<file path="src/logic/eeprom_port_pkg.sv">
// Constants for the data EEPROM access port
package eeprom_port_pkg;
   // I/O register offsets (the exact I/O locations are chosen here)
   localparam logic [5:0] ADDR_HIGH_OFS = 6'h1F;
   localparam logic [5:0] ADDR_LOW_OFS  = 6'h1E;
   localparam logic [5:0] DATA_OFS      = 6'h1D;
   localparam logic [5:0] CONTROL_OFS   = 6'h1C;
   // Array geometry
   localparam int         ADDR_W        = 9;
   localparam int         DEPTH         = 512;
   // Control register fields
   localparam int         BIT_MODE_HI   = 5;
   localparam int         BIT_MODE_LO   = 4;
   localparam int         BIT_RIE       = 3;
   localparam int         BIT_MPE       = 2;
   localparam int         BIT_PE        = 1;
   localparam int         BIT_RE        = 0;
   localparam logic [1:0] MODE_ATOMIC   = 2'h0;
   localparam logic [1:0] MODE_ERASE    = 2'h1;
   localparam logic [1:0] MODE_WRITE    = 2'h2;
   localparam logic [1:0] MODE_RSVD     = 2'h3;
   localparam logic [7:0] ERASED_BYTE   = 8'hFF;
   // Timing
   localparam int         CLK_HZ        = 40_000_000;
   localparam int         T_ATOMIC_US   = 3400;
   localparam int         T_SPLIT_US    = 1800;
   localparam int         ATOMIC_CYC    = T_ATOMIC_US * (CLK_HZ / 1_000_000);
   localparam int         SPLIT_CYC     = T_SPLIT_US * (CLK_HZ / 1_000_000);
   localparam int         MPE_CYC       = 4;
   localparam int         READ_STALL    = 4;
   localparam int         WRITE_STALL   = 2;
   localparam int         CNT_W         = 18;
   typedef enum logic [1:0] {
      ST_IDLE  = 2'b00,
      ST_PROG  = 2'b01
   } prog_state_t;
endpackage

</file>
<file path="src/logic/eeprom_data_access_port.sv">
// Data EEPROM array with its CPU I/O register port
`timescale 1ns/1ps
// Operation
// - Separate 512-byte array, single bytes read and written.
// - Address, data and control registers sit in I/O space.
// - A read strobe stalls the CPU for four cycles.
// - Starting a write stalls the CPU for two cycles.
// - Program enable bit stays readable as a busy flag.
// - Program enable only starts when master enable is still set.
// - High address bit 0 is the ninth address bit.
// - High address bits 7..1 read zero.
// - Combined address picks byte 0 to 511 linearly.
// - Data register supplies the byte being written.
// - Read places the addressed byte into the data register.
// - Control bits 7 and 6 read zero.
// - Mode field selects atomic, erase or write; locked while busy.
// - Master enable clears itself after four cycles.
// - Program enable clears at end; reads and address writes blocked.
// - Ready interrupt held while enabled, global enable set, idle.
module eeprom_data_access_port
   import eeprom_port_pkg::*;
(
   // Clock and reset
   input  wire logic       i_sys_clk,
   input  wire logic       i_rst_n,
   // CPU I/O access
   input  wire logic [5:0] i_io_addr,
   input  wire logic       i_io_wr,
   input  wire logic       i_io_rd,
   input  wire logic [7:0] i_io_wdata,
   output logic      [7:0] o_io_rdata,
   // CPU control
   input  wire logic       i_global_irq_en,
   output logic            o_cpu_stall,
   output logic            o_ready_irq
);

   // Storage array, one byte per address
   logic [7:0]        mem [DEPTH];
   // Programming registers and their counters
   logic              addr_hi;
   logic [7:0]        addr_lo;
   logic [7:0]        data_byte;
   logic [1:0]        mode;
   logic              rie;
   logic              mpe;
   logic              pe;
   logic [2:0]        mpe_cnt;
   logic [2:0]        stall_cnt;
   logic [CNT_W-1:0]  prog_cnt;
   prog_state_t       state;
   // Next values, one set per register group
   logic              next_addr_hi;
   logic [7:0]        next_addr_lo;
   logic [7:0]        next_data_byte;
   logic [1:0]        next_mode;
   logic              next_rie;
   logic              next_mpe;
   logic              next_pe;
   logic [2:0]        next_mpe_cnt;
   logic [2:0]        next_stall_cnt;
   logic [CNT_W-1:0]  next_prog_cnt;
   prog_state_t       next_state;
   logic [7:0]        next_io_rdata;
   logic [7:0]        next_cell;

   // Decoded strobes and combined address
   logic [ADDR_W-1:0] addr;
   logic              wr_hi;
   logic              wr_lo;
   logic              wr_data;
   logic              wr_ctl;
   logic              start;
   logic              read_go;
   logic              prog_done;
   logic [7:0]        control_rd;

   // Nine-bit linear address
   assign addr    = {addr_hi, addr_lo};

   // Register decode on the I/O offset
   assign wr_hi   = i_io_wr && (i_io_addr == ADDR_HIGH_OFS);
   assign wr_lo   = i_io_wr && (i_io_addr == ADDR_LOW_OFS);
   assign wr_data = i_io_wr && (i_io_addr == DATA_OFS);
   assign wr_ctl  = i_io_wr && (i_io_addr == CONTROL_OFS);
   // Program enable accepted only within the master enable window
   assign start   = wr_ctl && i_io_wdata[BIT_PE] && mpe && !pe
                    && (mode != MODE_RSVD);
   // No read while a programming cycle owns the array
   assign read_go = wr_ctl && i_io_wdata[BIT_RE] && !pe && !start;
   assign prog_done = (state == ST_PROG) && (prog_cnt == '0);
   // Reserved bits 7,6 read zero; read strobe never reads back set
   assign control_rd = {2'b00, mode, rie, mpe, pe, 1'b0};

   // Address group: writes blocked while a programming cycle owns the array; reset still clears it
   always_comb begin
      next_addr_hi = addr_hi;
      next_addr_lo = addr_lo;
      if (wr_hi && !pe) begin
         next_addr_hi = i_io_wdata[0];
      end
      if (wr_lo && !pe) begin
         next_addr_lo = i_io_wdata;
      end
   end

   always_ff @(posedge i_sys_clk) begin
      if (!i_rst_n) begin
         addr_hi <= 1'b0;
         addr_lo <= 8'h00;
      end else begin
         addr_hi <= next_addr_hi;
         addr_lo <= next_addr_lo;
      end
   end

   // Data group: a read strobe wins over a plain register load
   // Limitation: data stays writable while busy; the cycle uses it at end
   always_comb begin
      next_data_byte = data_byte;
      if (wr_data) begin
         next_data_byte = i_io_wdata;
      end
      if (read_go) begin
         next_data_byte = mem[addr];
      end
   end

   always_ff @(posedge i_sys_clk) begin
      if (!i_rst_n) begin
         data_byte <= 8'h00;
      end else begin
         data_byte <= next_data_byte;
      end
   end

   // Control group: mode, ready enable and the master enable window
   always_comb begin
      next_mode    = mode;
      next_rie     = rie;
      next_mpe     = mpe;
      next_mpe_cnt = mpe_cnt;
      // Window counts down, then hardware clears it
      if (mpe) begin
         if (mpe_cnt == 3'h1) begin
            next_mpe = 1'b0;
         end
         next_mpe_cnt = mpe_cnt - 3'h1;
      end
      if (wr_ctl) begin
         next_rie = i_io_wdata[BIT_RIE];
         // The starting write keeps the mode that timed its cycle
         if (!pe && !start) begin
            next_mode = i_io_wdata[BIT_MODE_HI:BIT_MODE_LO];
         end
         if (i_io_wdata[BIT_MPE] && !mpe) begin
            next_mpe     = 1'b1;
            next_mpe_cnt = 3'(MPE_CYC);
         end
      end
      // One window buys one start only
      if (start) begin
         next_mpe     = 1'b0;
         next_mpe_cnt = 3'h0;
      end
   end

   always_ff @(posedge i_sys_clk) begin
      if (!i_rst_n) begin
         rie     <= 1'b0;
         mpe     <= 1'b0;
         mpe_cnt <= 3'h0;
         // Reset does not abort programming, so the mode rides through
         if (state != ST_PROG) begin
            mode <= MODE_ATOMIC;
         end else begin
            mode <= next_mode;
         end
      end else begin
         mode    <= next_mode;
         rie     <= next_rie;
         mpe     <= next_mpe;
         mpe_cnt <= next_mpe_cnt;
      end
   end

   // Stall group: the strobe cycle is stalled combinationally, the
   // counter covers the cycles after it
   always_comb begin
      next_stall_cnt = stall_cnt;
      if (stall_cnt != 3'h0) begin
         next_stall_cnt = stall_cnt - 3'h1;
      end
      if (read_go) begin
         next_stall_cnt = 3'(READ_STALL);
      end
      if (start) begin
         next_stall_cnt = 3'(WRITE_STALL);
      end
   end

   always_ff @(posedge i_sys_clk) begin
      if (!i_rst_n) begin
         stall_cnt <= 3'h0;
      end else begin
         stall_cnt <= next_stall_cnt;
      end
   end

   // Programming group: self-timed cycle that software polls
   always_comb begin
      next_pe       = pe;
      next_prog_cnt = prog_cnt;
      next_state    = state;
      unique case (state)
         ST_IDLE: begin
            if (start) begin
               next_pe    = 1'b1;
               next_state = ST_PROG;
               if (mode == MODE_ATOMIC) begin
                  next_prog_cnt = CNT_W'(ATOMIC_CYC - 1);
               end else begin
                  next_prog_cnt = CNT_W'(SPLIT_CYC - 1);
               end
            end
         end
         ST_PROG: begin
            if (prog_done) begin
               next_pe    = 1'b0;
               next_state = ST_IDLE;
            end else begin
               next_prog_cnt = prog_cnt - 1'b1;
            end
         end
         default: begin
            next_state = ST_IDLE;
         end
      endcase
   end

   // A busy cycle keeps counting through reset
   always_ff @(posedge i_sys_clk) begin
      if (!i_rst_n && state != ST_PROG) begin
         pe       <= 1'b0;
         prog_cnt <= '0;
         state    <= ST_IDLE;
      end else begin
         pe       <= next_pe;
         prog_cnt <= next_prog_cnt;
         state    <= next_state;
      end
   end

   // Array group: new cell value worked out from the mode
   always_comb begin
      next_cell = mem[addr];
      unique case (mode)
         MODE_ATOMIC: next_cell = data_byte;
         MODE_ERASE:  next_cell = ERASED_BYTE;
         MODE_WRITE:  next_cell = mem[addr] & data_byte;
         MODE_RSVD:   next_cell = mem[addr];
      endcase
   end

   // Array written once, at the end of the cycle; address held by lock, but a reset mid-cycle clears it to 0
   always_ff @(posedge i_sys_clk) begin
      if (prog_done) begin
         mem[addr] <= next_cell;
      end
   end

   // Read data holds until the next read strobe
   always_comb begin
      next_io_rdata = o_io_rdata;
      if (i_io_rd) begin
         unique case (i_io_addr)
            ADDR_HIGH_OFS: next_io_rdata = {7'h00, addr_hi};
            ADDR_LOW_OFS:  next_io_rdata = addr_lo;
            DATA_OFS:      next_io_rdata = data_byte;
            CONTROL_OFS:   next_io_rdata = control_rd;
            // Unmapped offsets read as zero
            default:       next_io_rdata = 8'h00;
         endcase
      end
   end

   always_ff @(posedge i_sys_clk) begin
      if (!i_rst_n) begin
         o_io_rdata <= 8'h00;
      end else begin
         o_io_rdata <= next_io_rdata;
      end
   end

   // Handshake outputs are combinational so the stall lands in time
   // Stall covers the strobe cycle plus the counted cycles
   assign o_cpu_stall = (stall_cnt != 3'h0) || read_go || start;
   assign o_ready_irq = rie && i_global_irq_en && !pe;

endmodule // eeprom_data_access_port

</file>
<file path="config.mk">
export PLATFORM = sky130hd
export DESIGN_NAME = eeprom_data_access_port
export DESIGN_NICKNAME = d
export VERILOG_FILES = /design/src/logic/eeprom_port_pkg.sv /design/src/logic/eeprom_data_access_port.sv
export SDC_FILE = /design/constraint.sdc
export NUM_CORES = 2
export LEC_CHECK = 0
export ABC_AREA = 1
export BUFFER_PORTS_ARGS = -buffer_cell sky130_fd_sc_hd__buf_4
export CORE_ASPECT_RATIO = 0.5
export CORE_MARGIN = 3
export CORE_UTILIZATION = 34
export DETAILED_ROUTE_END_ITERATION = 8
export PLACE_DENSITY_LB_ADDON = 0.15
export REMOVE_ABC_BUFFERS = 1
export SLEW_MARGIN = 20
export SYNTH_ARGS = -nofsm -noshare
export SYNTH_HDL_FRONTEND = slang
export SYNTH_SLANG_ARGS = --single-unit
</file>
<file path="constraint.sdc">
create_clock -name i_sys_clk -period 27 [get_ports i_sys_clk]
set_clock_uncertainty 0.05 [all_clocks]
set_input_delay 2.7 -clock i_sys_clk [delete_from_list [all_inputs] [get_ports i_sys_clk]]
set_output_delay 2.7 -clock i_sys_clk [all_outputs]
set_load 0.01 [all_outputs]
</file>
==> summary.md <==
| Metric | Value |
|---|---|
| Outcome | `complete, no violations` |
| CP Launch Type | `flip-flop` |
| Worst-path maximum fanout | `~140` |
| Power per cell area | `70.76 nW/um^2` |
| Setup ws final | `between 15 and 20 ns` |
| Clock-pin slew on the worst setup and hold paths | `0.06 ns` |
| Vias in the first global route | `a little under 100k` |
| Hold buffers post-CTS | `0` |
| Initial antenna violation count | `between 40 and 50` |
| H-tree level count | `5` |
| Largest area contributor in the netlist | `edfxtp_1` |
| Worst Tran Pin Value | `~1.2 ns` |
| Post-DR vias/cell | `5.153` |
| Initial drt markers | `about 11000` |
| Final Max Slew Viols | `0` |
| DRC violations left | `0` |
| Overflow after GRT | `0` |
| Synth unique cells | `36` |
| CTS sink cnt | `around 4200` |
| Layout Nets | `between 10000 and 15000` |
| Worst Hold Class | `flip-flop to flip-flop` |
| First-pass GRT wire length | `roughly 740000 um` |
| F_max | `roughly 100 MHz` |
| Final period util | `a little under two fifths` |
| First drt pass iteration count | `6` |
| Cell Area, Synth | `between 150000 and 200000 um^2` |
| Minimum clock period | `around 10 ns` |
| P_sw | `2.700 mW` |
| Clock power frac | `43.7%` |
| Sequential share of power | `between 50% and 60%` |
| Count leader, synth | `nand2_1` |
| Hold path depth | `2` |
| Synth area leaders | `edfxtp_1, nand2_1, nand4_1` |
| Pin count of the biggest net entering global routing | `approximately 190` |
| Die area | `around 500000 um^2` |
| CTS resizes | `0` |
| RSZ-0062 raised after global routing | `false` |
| Ys async rst share | `0%` |
| Synthesized flop and latch total | `a little over 4000` |
| WS Path Type | `flip-flop to flip-flop` |
| CTS tree | `yes` |
| Vias | `102847` |
| Pleak | `approximately 62 nW` |
| Synth warn | `0` |
| Crit path required time | `27.56 ns` |
| TritonCTS Buffers | `between 300 and 400` |
| Clk_lat worst skew | `around 0.97 ns` |
| Area of the multi-input gates | `between 30000 and 40000 um^2` |
| Max cap viols | `0` |
| Row count | `approximately 180` |
| Commonest cells post-synth | `nand2_1, edfxtp_1, nor2_1, nand4_1, buf_2` |
| Clock Tree Buf Depth | `4` |
| Reg-to-Reg Start | `addr_lo[0]` |
| Area share of the largest cell type after synthesis | `between 70% and 80%` |
| Min-Delay Endpoint | `prog_cnt[13]` |
| Hold Startpoint | `prog_cnt[13]` |
| FF-to-FF End | `mem[497][2]` |
| DP Wirelength | `between 200000 and 300000 um` |
| Initial Util | `approximately 34%` |
| Syn avg cell area | `between 10 and 15 um^2` |
| Layout Utilization | `~39%` |
| Primary FF master, synth | `edfxtp_1` |
| Cell Int Power | `slightly above 10 mW` |
| Chip width | `roughly 980 um` |
| Post-route ant nets | `0` |
| Worst slew margin | `20.51%` |
| Switch share | `about a fifth` |
| Cell count after synthesis | `13411` |
| Number of post-CTS setup repair buffers | `0` |
| I/O pins | `29` |
| R2r worst-path depth | `24` |
| VDD IR max | `0.04686 mV` |
| Die height | `a little under 500 um` |
| # setup viols final | `0` |
| WP data arrival | `roughly 11 ns` |
| Pre-CTS setup slack | `17.04 ns` |
| Register area share after synthesis | `roughly three quarters` |
| Floorplan core area | `between 400000 and 500000 um^2` |
| Hold Vio Cnt, Final | `0` |
| Final wirelength | `about 520000 um` |
| Post-synth EDFFs | `4098` |
| Clock Tree Root | `clkbuf_16` |
| Final hold slack | `0.4288 ns` |
| I/O Buffers | `28` |
| Storage cell area | `around 120000 um^2` |
| Post-Route Setup TNS | `0 ns` |
| Logic gate share of total power | `under 10%` |
| Routability cong. | `0.8270` |
| R2R setup slack | `16.98 ns` |
| Layout fillers | `roughly 45000` |
| CP Capture Type | `flip-flop` |
| GRT Total Usage | `a little over a fifth` |
| WL/cell | `between 20 and 30 um` |
| Layout cells sized above 1 | `~6.4%` |
| Layout area overhead | `12.31%` |
## cell families after synthesis
logic type / after synthesis / share of synthesized area [%]
xor gates and xnor gates: 8 / 0.04306
buffers and inverters: 790 / 2.115
adders and majority gates: 5 / 0.03845
DFF: 4150 / 76.26
and+or+nand+nor: 8068 / 19.87
AOI/OAI and AO/OA: 390 / 1.665
## power by group through the flow
stage | Clock (mW) | Sequential [mW] | Combinational (mW)
final | 5.64 | 7.07 | 0.219
after global routing | 5.99 | 7.06 | 0.238
after CTS | 5.73 | 7.07 | 0.221
after detailed placement | 0 | 7.21 | 0.221
after global placement | 0 | 7.21 | 0.219
after floorplan | 0 | 7.25 | 0.134
## placed cells by master, fill, tap and decap left out, drive strengths merged
cell	instances
o211ai	1
or3	1
o32ai	2
nor3b	1
diode	13
a22oi	280
xnor2	3
dfxtp	52
nand4	750
a21boi	1
clkbuf	482
nor2	1205
o221ai	6
o21ai	39
or2	3
bufinv	36
a21oi	46
nand2	6001
o22ai	3
ha	5
clkinvlp	15
o31ai	1
a221oi	1
nor4	10
nor3	14
clkinv	191
edfxtp	4098
nand3	83
xor2	5
buf	225
a31oi	10
inv	74
## per-layer routing
layer  wire, um  GRT usage (%)  vias up
met2     231300          31.87     3530
met4      13380          5.225        4
li1           -              -    46372
met1     239900          31.04    52287
met3      37910          3.292      654
met5         22              0        -
## worst max-delay path, cell delays in order, from the launching register on
cell	delay, ns
dfxtp_4	0.70
buf_12	0.53
inv_8	0.46
nor2_4	0.67
buf_12	0.43
buf_12	0.61
buf_4	0.59
buf_4	0.54
a22oi_1	0.12
nand2_1	0.10
nand2_1	0.05
nand2_1	0.09
nor2_1	0.06
nor2_1	0.29
nor2_1	0.07
nand2_1	0.07
nand2_1	0.06
nand2_1	0.20
nor2_1	0.10
nand3_1	0.09
nand2_1	0.13
inv_8	0.54
buf_4	0.81
buf_4	0.72
buf_4	0.67
## cell type report
class                      count  share of cell area [%]
inverter                      73                  0.2020
tap                         6300                   4.313
antenna                       13                 0.01780
timing repair buffer         225                   1.142
clock buffer                 482                   5.783
sequential                  4150                   67.91
multi-input combinational   8471                   19.43
clock inverter               243                   1.204
## flip-flops by register name, indices dropped and copies added (netlist names), 3 cells and up, named ones only
| signal | flops |
|---|---|
| addr_lo | 8 |
| data_byte | 8 |
| prog_cnt | 18 |
| stall_cnt | 3 |
| mpe_cnt | 3 |
| mem | 4096 |
| o_io_rdata | 8 |
## how the worst max path moves through the flow
stage	start	to	slack [ns]
after global routing	addr_lo[0]	mem[504][7]	16.52
final	addr_lo[0]	mem[497][2]	16.98
after CTS	addr_lo[0]	mem[504][7]	17.00
after floorplan	addr_lo[0]	mem[101][0]	-19.88
after detailed placement	addr_lo[0]	mem[382][7]	17.04
after global placement	addr_lo[0]	mem[488][7]	17.06
## metrics by stage
step                cell area, um^2  instances  power [mW]
floorplan                    159600      12694       7.384
global placement             169800      19216       7.425
detailed placement           169900      19216       7.427
CTS                          182600      19941       13.02
global route                 182700      19949       13.29
finish                       182700      19957       12.93
No activity file was read; power rests on OpenSTA's default activity.
